File: src/logic/adcpd_pkg.sv
// Package for the phase and data-ready control of a four-channel converter.
// Assumes one master clock domain; the registers are reached over APB.
package adcpd_pkg;
  // Register byte offsets.
  localparam logic [7:0] ADDR_PAIR_DELAY = 8'h00;
  localparam logic [7:0] ADDR_STATUS_COMM = 8'h04;
  localparam logic [7:0] ADDR_SECOND_CONFIG = 8'h08;
  localparam logic [7:0] ADDR_CHAN_DATA0 = 8'h10;
  // Field positions.
  localparam int DELAY_W = 12;
  localparam int PAIR01_LSB = 0;
  localparam int PAIR23_LSB = 12;
  localparam int LINK_BIT = 4;
  localparam int OSR_LSB = 8;
  localparam int EN_LSB = 12;
  localparam int EXTERNAL_CLOCK_SELECT_BIT = 0;
  localparam int PRE_LSB = 4;
  // Reset values.
  localparam logic [23:0] PAIR_DELAY_RST = 24'h000000;
  localparam logic LINK_RST = 1'b1;
  localparam logic [2:0] OSR_RST = 3'h3;
  localparam logic [3:0] EN_RST = 4'hf;
  localparam logic [3:0] READY_FLAGS_RST = 4'hf;
  localparam logic EXTERNAL_CLOCK_SELECT_RST = 1'b0;
  localparam logic [1:0] PRE_RST = 2'h0;
  localparam logic [3:0] COMPARATOR_RST = 4'h3;
  localparam logic [23:0] ZERO_CODE = 24'h000000;
  // Timing.
  localparam int CLK_MHZ = 125;
  localparam int CLK_PERIOD_NS = 8;
  // Register bundle handed to the channel timing logic.
  typedef struct packed {
    logic [11:0] delay01;
    logic [11:0] delay23;
    logic [2:0] osr_code;
    logic [3:0] enable;
    logic link;
  } adcpd_cfg_s;
endpackage

File: src/logic/adcpd_top.sv
// Phase delay and data-ready control for four converter channels.
// Assumes an APB master on clk_in and an asynchronous active-low hard reset pin.
`timescale 1ns/1ns
module adcpd_top #(
  parameter int MAX_PRE = 3
) (
  // Clock and resets.
  input wire logic clk_in,
  input wire logic resetn_in,
  input wire logic hard_resetn_in,
  // APB slave.
  input wire logic psel_in,
  input wire logic penable_in,
  input wire logic pwrite_in,
  input wire logic [7:0] paddr_in,
  input wire logic [31:0] pwdata_in,
  output logic [31:0] prdata_out,
  output logic pready_out,
  output logic pslverr_out,
  // Sample inputs from the modulators, one per channel.
  input wire logic [95:0] sample_in,
  // Data-ready pin, active low, with output enable active low.
  output logic sample_ready_strobe_n_out,
  output logic sample_ready_oe_n_out,
  output logic serial_out_oe_n_out,
  // Clock source control.
  output logic crystal_enable_out,
  output logic crystal_out_pulldown_out,
  // Modulator state.
  output logic [15:0] comparator_word_out,
  output logic modulator_clear_out
);
  initial begin
    if (MAX_PRE < 0 || MAX_PRE > 3) begin
      $error("MAX_PRE out of range");
    end
  end

  logic hard_rst_sync;
  logic in_reset;
  logic [23:0] pair_delay_reg;
  logic ready_link_select_reg;
  logic [2:0] osr_reg;
  logic [3:0] enable_reg;
  logic [3:0] channel_ready_flags_reg;
  logic external_clock_select_reg;
  logic [1:0] pre_reg;
  logic [1:0] pre_count_reg;
  logic tick;
  logic restart_reg;
  logic [3:0] chan_ready;
  logic [3:0] ready_event;
  logic [23:0] chan_data_reg [4];
  logic [31:0] rdata_next;
  logic wr_acc;
  logic rd_acc;
  logic [12:0] ratio;
  logic [12:0] half;
  logic signed [13:0] d01;
  logic signed [13:0] d23;
  logic [12:0] first [4];
  logic [3:0] lag_mask;
  logic [13:0] lag_max;
  logic pulse_reg;
  logic adcpd_cfg_unused;
  adcpd_pkg::adcpd_cfg_s cfg;

  adcpd_sync #(
    .RESET_VAL(1'b1)
  ) u_hard_sync (
    .clk_in(clk_in),
    .resetn_in(resetn_in & hard_resetn_in),
    .level_in(1'b0),
    .level_out(hard_rst_sync)
  );
  assign in_reset = hard_rst_sync;

  assign wr_acc = psel_in && penable_in && pwrite_in && !in_reset;
  assign rd_acc = psel_in && penable_in && !pwrite_in;
  assign pready_out = 1'b1;
  assign pslverr_out = 1'b0;

  assign cfg = '{delay01: pair_delay_reg[11:0], delay23: pair_delay_reg[23:12],
    osr_code: osr_reg, enable: enable_reg, link: ready_link_select_reg};
  assign adcpd_cfg_unused = 1'b0;

  // Configuration returns to defaults on hard reset.
  always_ff @(posedge clk_in or negedge resetn_in) begin
    if (!resetn_in) begin
      pair_delay_reg <= adcpd_pkg::PAIR_DELAY_RST;
      ready_link_select_reg <= adcpd_pkg::LINK_RST;
      osr_reg <= adcpd_pkg::OSR_RST;
      enable_reg <= adcpd_pkg::EN_RST;
      external_clock_select_reg <= adcpd_pkg::EXTERNAL_CLOCK_SELECT_RST;
      pre_reg <= adcpd_pkg::PRE_RST;
    end else if (in_reset) begin
      pair_delay_reg <= adcpd_pkg::PAIR_DELAY_RST;
      ready_link_select_reg <= adcpd_pkg::LINK_RST;
      osr_reg <= adcpd_pkg::OSR_RST;
      enable_reg <= adcpd_pkg::EN_RST;
      external_clock_select_reg <= adcpd_pkg::EXTERNAL_CLOCK_SELECT_RST;
      pre_reg <= adcpd_pkg::PRE_RST;
    end else if (wr_acc) begin
      case (paddr_in)
        adcpd_pkg::ADDR_PAIR_DELAY: begin
          pair_delay_reg <= pwdata_in[23:0];
        end
        adcpd_pkg::ADDR_STATUS_COMM: begin
          ready_link_select_reg <= pwdata_in[adcpd_pkg::LINK_BIT];
          osr_reg <= pwdata_in[adcpd_pkg::OSR_LSB +: 3];
          enable_reg <= pwdata_in[adcpd_pkg::EN_LSB +: 4];
        end
        adcpd_pkg::ADDR_SECOND_CONFIG: begin
          external_clock_select_reg <= pwdata_in[adcpd_pkg::EXTERNAL_CLOCK_SELECT_BIT];
          pre_reg <= pwdata_in[adcpd_pkg::PRE_LSB +: 2];
        end
        default: begin
        end
      endcase
    end
  end

  always_ff @(posedge clk_in or negedge resetn_in) begin
    if (!resetn_in) begin
      restart_reg <= 1'b1;
    end else begin
      restart_reg <= in_reset || (wr_acc && paddr_in == adcpd_pkg::ADDR_PAIR_DELAY);
    end
  end

  always_ff @(posedge clk_in or negedge resetn_in) begin
    if (!resetn_in) begin
      pre_count_reg <= 2'h0;
    end else if (restart_reg || pre_count_reg >= pre_reg) begin
      pre_count_reg <= 2'h0;
    end else begin
      pre_count_reg <= pre_count_reg + 2'h1;
    end
  end
  assign tick = !restart_reg && (pre_count_reg >= pre_reg);

  // Ratio 32 shifted by the code; sign at log2(ratio)-1.
  assign ratio = 13'h0020 << osr_reg;
  assign half = ratio >> 1;

  // Mask above the sign bit and sign-extend.
  function automatic logic signed [13:0] ext_delay(input logic [11:0] f,
                                                  input logic [2:0] code);
    logic [11:0] m;
    logic s;
    m = f & ((12'h010 << code) - 12'h001);
    s = f[4'(4 + code)];
    ext_delay = s ? $signed({2'b11, m | ~((12'h010 << code) - 12'h001)}) :
                    $signed({2'b00, m});
  endfunction

  // Range fits half ratio by masking.
  assign d01 = ext_delay(cfg.delay01, cfg.osr_code);
  assign d23 = ext_delay(cfg.delay23, cfg.osr_code);

  // Odd at half ratio, even offset by delay.
  assign first[1] = half;
  assign first[3] = half;
  assign first[0] = 13'($signed({1'b0, half}) + d01);
  assign first[2] = 13'($signed({1'b0, half}) + d23);

  // Channel counters.
  genvar g;
  generate
    for (g = 0; g < 4; g++) begin : g_chan
      adcpd_chan u_chan (
        .clk_in(clk_in),
        .resetn_in(resetn_in),
        .restart_in(restart_reg),
        .tick_in(tick),
        .ratio_in(ratio),
        .first_in(first[g] == 13'h0000 ? ratio : first[g]),
        .ready_out(chan_ready[g])
      );
    end
  endgenerate

  // Most lagging enabled channel chosen by largest first offset.
  always_comb begin
    lag_max = 14'h0000;
    lag_mask = 4'h0;
    for (int i = 0; i < 4; i++) begin
      if (enable_reg[i] && {1'b0, first[i]} > lag_max) begin
        lag_max = {1'b0, first[i]};
      end
    end
    for (int i = 0; i < 4; i++) begin
      if (enable_reg[i] && {1'b0, first[i]} == lag_max && lag_mask == 4'h0) begin
        lag_mask[i] = 1'b1;
      end
    end
  end

  // Update events follow the link mode.
  assign ready_event = ready_link_select_reg ?
                       ((|(chan_ready & lag_mask)) ? enable_reg : 4'h0) :
                       (chan_ready & enable_reg);

  always_ff @(posedge clk_in or negedge resetn_in) begin
    if (!resetn_in) begin
      for (int i = 0; i < 4; i++) begin
        chan_data_reg[i] <= adcpd_pkg::ZERO_CODE;
      end
    end else if (restart_reg || in_reset) begin
      for (int i = 0; i < 4; i++) begin
        chan_data_reg[i] <= adcpd_pkg::ZERO_CODE;
      end
    end else begin
      for (int i = 0; i < 4; i++) begin
        if (ready_event[i]) begin
          chan_data_reg[i] <= sample_in[i*24 +: 24];
        end
      end
    end
  end

  // Status read sets flags; update wins.
  always_ff @(posedge clk_in or negedge resetn_in) begin
    if (!resetn_in) begin
      channel_ready_flags_reg <= adcpd_pkg::READY_FLAGS_RST;
    end else if (restart_reg || in_reset) begin
      channel_ready_flags_reg <= adcpd_pkg::READY_FLAGS_RST;
    end else begin
      for (int i = 0; i < 4; i++) begin
        if (ready_event[i]) begin
          channel_ready_flags_reg[i] <= 1'b0;
        end else if (rd_acc && paddr_in == adcpd_pkg::ADDR_STATUS_COMM) begin
          channel_ready_flags_reg[i] <= 1'b1;
        end
      end
    end
  end

  always_ff @(posedge clk_in or negedge resetn_in) begin
    if (!resetn_in) begin
      pulse_reg <= 1'b0;
    end else begin
      pulse_reg <= |ready_event && !restart_reg && !in_reset;
    end
  end
  assign sample_ready_strobe_n_out = !pulse_reg;

  assign sample_ready_oe_n_out = in_reset;
  assign serial_out_oe_n_out = in_reset;

  // Comparator word 0011 and modulator clear.
  assign comparator_word_out = in_reset ? {4{adcpd_pkg::COMPARATOR_RST}} : 16'h0000;
  assign modulator_clear_out = restart_reg;

  assign crystal_enable_out = !external_clock_select_reg;
  assign crystal_out_pulldown_out = external_clock_select_reg;

  // APB read mux.
  always_comb begin
    rdata_next = 32'h00000000;
    case (paddr_in)
      adcpd_pkg::ADDR_PAIR_DELAY: rdata_next = {8'h00, pair_delay_reg};
      adcpd_pkg::ADDR_STATUS_COMM: rdata_next = {16'h0000, enable_reg, 1'b0, osr_reg,
                                                 3'h0, ready_link_select_reg,
                                                 channel_ready_flags_reg};
      adcpd_pkg::ADDR_SECOND_CONFIG: rdata_next = {26'h0, pre_reg, 3'h0,
                                                   external_clock_select_reg};
      8'h10: rdata_next = {8'h00, chan_data_reg[0]};
      8'h14: rdata_next = {8'h00, chan_data_reg[1]};
      8'h18: rdata_next = {8'h00, chan_data_reg[2]};
      8'h1c: rdata_next = {8'h00, chan_data_reg[3]};
      default: rdata_next = 32'h00000000;
    endcase
  end
  assign prdata_out = rdata_next;
endmodule

File: src/logic/adcpd_sync.sv
// Two-flop synchroniser for one level crossing into the master clock.
// Assumes the input is asynchronous to clk_in.
`timescale 1ns/1ns
module adcpd_sync #(
  parameter logic RESET_VAL = 1'b0
) (
  // Clock and reset.
  input wire logic clk_in,
  input wire logic resetn_in,
  // Level in and out.
  input wire logic level_in,
  output logic level_out
);
  logic first_reg;

  // First flop feeds only the second.
  always_ff @(posedge clk_in or negedge resetn_in) begin
    if (!resetn_in) begin
      first_reg <= RESET_VAL;
      level_out <= RESET_VAL;
    end else begin
      first_reg <= level_in;
      level_out <= first_reg;
    end
  end
endmodule

File: src/logic/adcpd_chan.sv
// One channel: counts modulator ticks and emits a ready pulse per word period.
// Assumes a one-cycle modulator tick and a synchronous restart strobe.
`timescale 1ns/1ns
module adcpd_chan (
  // Clock and reset.
  input wire logic clk_in,
  input wire logic resetn_in,
  // Control.
  input wire logic restart_in,
  input wire logic tick_in,
  input wire logic [12:0] ratio_in,
  input wire logic [12:0] first_in,
  // Event.
  output logic ready_out
);
  logic [12:0] count_reg;
  logic first_done_reg;
  logic [12:0] target;

  // The first word lands at the offset start, later ones every ratio ticks.
  assign target = first_done_reg ? ratio_in : first_in;

  // Tick counter, restarted together with every other channel.
  always_ff @(posedge clk_in or negedge resetn_in) begin
    if (!resetn_in) begin
      count_reg <= 13'h0000;
      first_done_reg <= 1'b0;
      ready_out <= 1'b0;
    end else if (restart_in) begin
      count_reg <= 13'h0000;
      first_done_reg <= 1'b0;
      ready_out <= 1'b0;
    end else begin
      ready_out <= 1'b0;
      if (tick_in) begin
        if (count_reg + 13'h0001 >= target) begin
          count_reg <= 13'h0000;
          first_done_reg <= 1'b1;
          ready_out <= 1'b1;
        end else begin
          count_reg <= count_reg + 13'h0001;
        end
      end
    end
  end
endmodule

File: config.mk
export PLATFORM = sky130hd
export DESIGN_NAME = adcpd_top
export DESIGN_NICKNAME = d
export VERILOG_FILES = /design/src/logic/adcpd_pkg.sv /design/src/logic/adcpd_top.sv /design/src/logic/adcpd_sync.sv /design/src/logic/adcpd_chan.sv
export SDC_FILE = /design/constraint.sdc
export NUM_CORES = 1
export LEC_CHECK = 0
export ABC_CLOCK_PERIOD_IN_PS = 15200
export BUFFER_PORTS_ARGS = -buffer_cell sky130_fd_sc_hd__buf_2
export CORE_MARGIN = 5
export CORE_UTILIZATION = 25
export CTS_CLUSTER_SIZE = 40
export DETAILED_ROUTE_END_ITERATION = 7
export GPL_TIMING_DRIVEN = 0
export SYNTH_ARGS = -nofsm -noshare
export SYNTH_HDL_FRONTEND = slang
export SYNTH_SLANG_ARGS = --single-unit
File: constraint.sdc
create_clock -name clk_in -period 15.2 [get_ports clk_in]
set_input_delay 2.28 -clock clk_in [delete_from_list [all_inputs] [get_ports clk_in]]
set_output_delay 2.28 -clock clk_in [all_outputs]
set_load 0.005 [all_outputs]
==> results_dict.tcl, run 1 <==
set metrics [dict create \
    min_path_type "flop to flop" \
    grt_use_met2 0.2885 \
    cts_buffer_depth 3 \
    finalSetupViolCount 0 \
    worst_pin_slew_ns 1.305 \
    yosysWarnings 0 \
    synthArstFlopShare 1.000 \
    use_met3 0.03334 \
    fmax_mhz 68.44 \
    slowest_delay_ns 0.73 \
    syn_area_per_cell_um2 8.914 \
    ant_nets 0 \
    placed_cells 2613 \
    die_w_um 252.6 \
    max-cap-violations 0 \
    grt.busiest_layer "met2" \
    insertion_delay_ns 0.53 \
    die_h_um 252.6 \
    cts_tree "done" \
    place.gp.congestion 0.9969 \
    cp_data_required_time_ns 15.61 \
    largest_reg_flops 96 \
    grt_util_all_layers 0.1727 \
    holdWs_ns 0.3564 \
    grt_max_degree 111 \
    synth_area_um2 14720 \
    worstSetupPathType "flop to flop" \
    slew_violations 0 \
    grt_pass1_vias 14531 \
    synth_top_cell_area_share 0.3180 \
    yosys.area.top_type "dfrtp_1" \
    dp_slack_ns -1.330 \
    grt_overflow 0 \
    synthFlopType "dfrtp_1" \
    start_util 0.2508 \
    setup_ws_ns 0.5884 \
    dr.pass1.iters 7 \
    io_buffers 171 \
    cts_hold_buf 0 \
    hpwl_mm 44.39 \
    status "finished, final reports clean" \
    synth_common_cells "nand2_1 (209), dfrtp_1 (187), a32o_1 (112), a21oi_1 (102), nor2_1 (102)" \
    power_density_nw_per_um2 81.54 \
    crit_path_max_fanout 10 \
    worst_setup_path_start_kind "flop" \
    avgViaCountPerCell 5.487 \
    final_cells 2657 \
    grt_pass1_wl_mm 87.24 \
    ys_top_cells_by_area "dfrtp_1 (32%), ha_1 (8.2%), a32o_1 (7.6%)" \
    dr.first_iter.drc_count 1367 \
    fillers 6158 \
    finalHoldViolCount 0 \
    routed_wl_mm 57.55 \
    critical_path.slowest_cell "o41ai_1" \
    total_power_w 0.001440 \
    core_um2 58690 \
    seq_area_frac_synth 0.3430 \
    clk_pin_slew_ns 0.06 \
    root_buffer "clkbuf_16" \
    post-route-util 0.3009 \
    synth_cell_types 92 \
    synth-seq-cells 201 \
    ios 198 \
    rows 89 \
    fin_skew_ns 0.01465 \
    use_met1 0.2195 \
    min_period_ns 14.61 \
    cp_data_arrival_time_ns 15.03 \
    relSlewSlack 0.1231 \
    critPathMostFrequentCell "ha_1" \
    p_leak_nw 8.147 \
    vias 14578 \
    htree_levels 1 \
    drive_gt1_frac 0.1844 \
    dieArea_um2 63820 \
    drc_errors 0 \
    multi_input_area_um2 8919 \
    areaGrowthSynthToFinish_pct 19.99 \
    worstSetupEndpointType "flop" \
    ff_latch_area_um2 5047 \
    ir_drop_mv 0.09534 \
    cts_sinks 201 \
    yosys.cell_count.top_type "nand2_1" \
    antenna_found_initial 4 \
    wl_per_cell_um 21.66 \
    fin_nets 2104 \
    cts_made_buffers 24 \
    rsz0062_at_grt "false" \
    synth_edf_count 0 \
    syn_inst 1651 \
    finalCritPeriodShare 0.9613 \
]
-- path summary, 6_finish.rpt --
kind                                                  from                                        end  slack [ns]  depth (start not counted)
max                                 osr_reg[1]$_DFFE_PN1P_              chan_data_reg[42]$_DFFE_PN0P_        0.59                         56
min                        u_hard_sync.first_reg$_DFF_PN1_            u_hard_sync.level_out$_DFF_PN1_        0.36                          0
max reg2reg                         osr_reg[1]$_DFFE_PN1P_              chan_data_reg[42]$_DFFE_PN0P_        0.59                         56
min reg2reg                u_hard_sync.first_reg$_DFF_PN1_            u_hard_sync.level_out$_DFF_PN1_        0.36                          0
max in group asynchronous                        resetn_in            u_hard_sync.level_out$_DFF_PN1_       12.31                          3
min in group asynchronous                        resetn_in  g_chan[3].u_chan.count_reg[9]$_DFFE_PN0P_        1.81                          1
-- where the power goes --
| group | internal, W | switching [W] | total (W) |
|---|---|---|---|
| Clock | 0.000434 | 0.000240 | 0.000674 |
| Sequential | 0.000554 | 0.0000153 | 0.000569 |
| Combinational | 0.0000758 | 0.000121 | 0.000197 |
| Total | 0.00106 | 0.000376 | 0.00144 |
-- layout make-up --
type                    instances  area share
multi-input cells            1290      0.5051
diodes                          2   0.0002834
clock buffers                  31     0.03840
repair buffers                174     0.05144
plain buffers                 137     0.04258
inverters                      36    0.007653
flip-flops and latches        201      0.2858
clock inverters                13     0.01396
well taps                     773     0.05477
-- what timing repair did --
action / CTS / global route
setup buffers: 1 / 1
setup endpoints to repair: 101 / 101
resized for setup: 14 / 14
pin swaps: 1 / 1
-- per-layer routing --
layer	wire (µm)	up-vias
li1	-	6556
met1	23520	7158
met2	26750	716
met3	4636	144
met4	2615	4
met5	27	-
-- critical path, delay by kind of cell, from the launching register on --
family                   cells  cell delay (ns)
AO/OA/AOI/OAI               18             4.58
buffers and inverters       15             3.96
AND/OR/NAND/NOR             16             3.12
adder cells (fa/ha/maj)      4             1.32
multiplexers                 2             0.73
flip-flops                   1             0.51
XOR/XNOR                     1             0.24
-- per-stage QoR --
| step | TNS [ns] | cell area (µm²) |
|---|---|---|
| 6_report | 0 | 17660 |
| 4_1_cts | 0 | 17620 |
| 3_5_place_dp | -128.63 | 16640 |
| 2_1_floorplan | 0 | 14780 |
| 3_3_place_gp | -141.37 | 16600 |
| 5_1_grt | 0 | 17650 |
-- logic make-up (layout without fill, tap and decap cells) --
group,after synthesis,count (layout),synth area share
buffers and inverters,177,391,0.06053
adder cells (fa/ha/maj),98,98,0.08434
flip-flops,201,201,0.3430
XOR/XNOR,71,71,0.04225
multiplexers,25,25,0.02202
AO/OA/AOI/OAI,528,528,0.2652
AND/OR/NAND/NOR,549,549,0.1822
other,2,21,0.0005103
-- cells in the final DEF, fill, tap and decap left out, types with 8 or more instances in the layout --
cell and count:
dfstp_2 14, a211oi_1 13, a21o_1 23, buf_2 182, nand2b_1 28, nor3b_1 11
o21ai_0 81, mux2i_1 11, and3_1 23, a22o_1 9, mux2_2 9, a32o_1 112
a21oi_1 102, xor2_1 31, a222oi_1 8, dfrtp_1 187, nand3_1 60, nor2b_1 18
xnor2_1 39, or3_1 9, buf_4 32, nor3_1 19, o21a_1 30, nand4_1 13
ha_1 96, clkbuf_16 25, a31oi_1 9, and2_1 14, a22oi_1 57, nand3b_1 10
inv_1 33, nand2_1 207, conb_1 19, nor2_1 99, buf_6 10, clkbuf_1 74
Power figures use the tool's default switching activity.
==> run 2: changes to the inputs <==
- ABC_AREA: not set -> 1
==> results_dict.tcl, run 2 <==
set metrics [dict create \
    status "finished, final reports clean" \
    grt_overflow 0 \
    cts_made_buffers 24 \
    finalCritPeriodShare 0.8253 \
    finalHoldViolCount 0 \
    cp_data_required_time_ns 15.70 \
    dr.first_iter.drc_count 1228 \
    start_util 0.2522 \
    worst_setup_path_start_kind "flop" \
    largest_reg_flops 96 \
    post-route-util 0.2996 \
    ir_drop_mv 0.07710 \
    intPower_w 0.001151 \
    fmax_mhz 79.72 \
    r2r-start "osr_reg[0]$_DFFE_PN1P_" \
    wl_per_cell_um 17.55 \
    critPathMostFrequentCell "nand2_1" \
    antenna_found_initial 5 \
    dr.pass1.iters 5 \
    yosys.area.top_type "dfrtp_1" \
    hold_depth 0 \
    diodes 0 \
    power_frac_comb 0.361 \
    final.setup.tns_ns 0 \
    synth_area_um2 14550 \
    place.gp.congestion 0.9466 \
    r2r_cells 67 \
    synth_edf_count 0 \
    cp_data_arrival_time_ns 13.04 \
    crit_path_max_fanout 12 \
    dieArea_um2 63130 \
    synthArstFlopShare 1.000 \
    insertion_delay_ns 0.56 \
    p_seq_frac 0.315 \
    synth-seq-cells 201 \
    cts_sinks 201 \
    root_buffer "clkbuf_16" \
    rows 88 \
    cts_tree "done" \
    synthFlopType "dfrtp_1" \
    worstSetupPathType "flop to flop" \
    fillers 6387 \
    slowest_delay_ns 0.96 \
    switching_share 0.3865 \
    p_leak_nw 8.934 \
    ant_nets 0 \
    drc_errors 0 \
    placed_cells 2956 \
    layout_commonest_cell "nand2_1" \
    synth_common_cells "nand2_1 (474), nand3_1 (245), inv_1 (230), dfrtp_1 (187), o21ai_0 (137)" \
    yosys.cell_count.top_type "nand2_1" \
    worstSetupEndpointType "flop" \
    fin_skew_ns 0.01969 \
    synth_top_cell_area_share 0.3216 \
    drive_gt1_frac 0.1410 \
    ios 198 \
    die_w_um 251.3 \
    worst-r2r-setup-slack_ns 2.66 \
    rsz0062_at_grt "false" \
    slew_violations 0 \
    cts_buffer_depth 3 \
    critical_path.slowest_cell "nor2_1" \
    ys_top_cells_by_area "dfrtp_1 (32%), nand2_1 (12%), nand3_1 (8.4%)" \
    max-cap-violations 0 \
    cts_hold_buf 0 \
    syn_area_per_cell_um2 7.268 \
    die_h_um 251.3 \
    htree_levels 1 \
    crit_end "chan_data_reg[92]$_DFFE_PN0P_" \
    syn_inst 2002 \
    grt_pass1_wl_mm 80.60 \
    grt_max_degree 115 \
    p_sw_w 0.0007248 \
    p_clk_frac 0.324 \
    grt_util_all_layers 0.1595 \
    cts_setup_buffers 0 \
    core_um2 57700 \
    min_path_type "flop to flop" \
    avgViaCountPerCell 4.856 \
    io_buffers 171 \
    min_period_ns 12.54 \
    vias 14562 \
    worst_pin_slew_ns 1.306 \
    grt_pass1_vias 13995 \
    fin_nets 2457 \
    areaGrowthSynthToFinish_pct 18.80 \
    hpwl_mm 42.45 \
    rr_endpoint "chan_data_reg[92]$_DFFE_PN0P_" \
    final_cell_mix "nand2_1 (474), nand3_1 (245), inv_1 (230)" \
    seq_area_frac_synth 0.3469 \
    relSlewSlack 0.1259 \
    cts-resized-gates 0 \
    yosysWarnings 0 \
    power_density_nw_per_um2 108.5 \
    final_cells 2999 \
    routed_wl_mm 52.65 \
    startpoint "osr_reg[0]$_DFFE_PN1P_" \
    clk_pin_slew_ns 0.06 \
    finalSetupViolCount 0 \
    synth_cell_types 50 \
]
[run 2: metrics by stage]
stage | power (W) | worst slack [ns] | hold WS [ns] | area [µm²]
5_1_grt | 0.001990 | 1.770 | 0.3639 | 17290
3_5_place_dp | 0.001266 | 2.847 | 0.3479 | 16460
3_3_place_gp | 0.001259 | 2.845 | 0.3458 | 16430
6_report | 0.001875 | 2.656 | 0.3559 | 17290
4_1_cts | 0.001878 | 2.817 | 0.3564 | 17290
2_1_floorplan | 0.001060 | 6.360 | 0.3452 | 14610
[run 2: per-layer routing]
metal,vias up,part of all wire,wire (µm),track usage
met5,-,0.0014,74,0
met4,10,0.036,1889,0.05068
met3,117,0.066,3452,0.02793
met2,527,0.48,25010,0.2766
met1,6740,0.42,22220,0.2024
li1,7168,-,-,-
[run 2: layout make-up]
| class | count | area [µm²] | share of cell area |
|---|---|---|---|
| clock buffers | 36 | 685.7 | 0.03967 |
| well taps | 765 | 957.2 | 0.05537 |
| flip-flops and latches | 201 | 5047 | 0.2920 |
| clock inverters | 7 | 135.1 | 0.007818 |
| plain buffers | 123 | 683.2 | 0.03952 |
| inverters | 248 | 930.9 | 0.05385 |
| multi-input cells | 1447 | 7953 | 0.4601 |
| repair buffers | 172 | 893.4 | 0.05168 |
[run 2: power by group through the flow]
stage	logic (W)	registers, W	clock network [W]
finish	0.000676	0.000590	0.000609
global placement	0.000660	0.000599	0
floorplan	0.000468	0.000592	0
global route	0.000756	0.000594	0.000639
detailed placement	0.000667	0.000599	0
CTS	0.000671	0.000590	0.000617
[run 2: worst min path at each step]
stage,from,to,slack (ns)
2_1_floorplan,u_hard_sync.first_reg$_DFF_PN1_,u_hard_sync.level_out$_DFF_PN1_,0.35
3_3_place_gp,u_hard_sync.first_reg$_DFF_PN1_,u_hard_sync.level_out$_DFF_PN1_,0.35
3_5_place_dp,u_hard_sync.first_reg$_DFF_PN1_,u_hard_sync.level_out$_DFF_PN1_,0.35
4_1_cts,u_hard_sync.first_reg$_DFF_PN1_,u_hard_sync.level_out$_DFF_PN1_,0.36
5_1_grt,u_hard_sync.first_reg$_DFF_PN1_,u_hard_sync.level_out$_DFF_PN1_,0.36
6_report,u_hard_sync.first_reg$_DFF_PN1_,u_hard_sync.level_out$_DFF_PN1_,0.36
[run 2: cells by family after synthesis]
| family | count (synthesis) | synth area share |
|---|---|---|
| AO/OA/AOI/OAI | 310 | 0.1262 |
| multiplexers | 2 | 0.001376 |
| adder cells (fa/ha/maj) | 98 | 0.08530 |
| flip-flops | 201 | 0.3469 |
| buffers and inverters | 371 | 0.1109 |
| XOR/XNOR | 44 | 0.02649 |
| AND/OR/NAND/NOR | 974 | 0.3023 |
| other | 2 | 0.0005161 |
[run 2: critical path: cells and delay by family, from the launching register on]
family | cells | cell delay, ns
simple gates | 38 | 5.20
flops | 1 | 0.51
buf+inv | 14 | 2.72
fa+ha+maj | 5 | 1.72
compound gates | 10 | 2.30
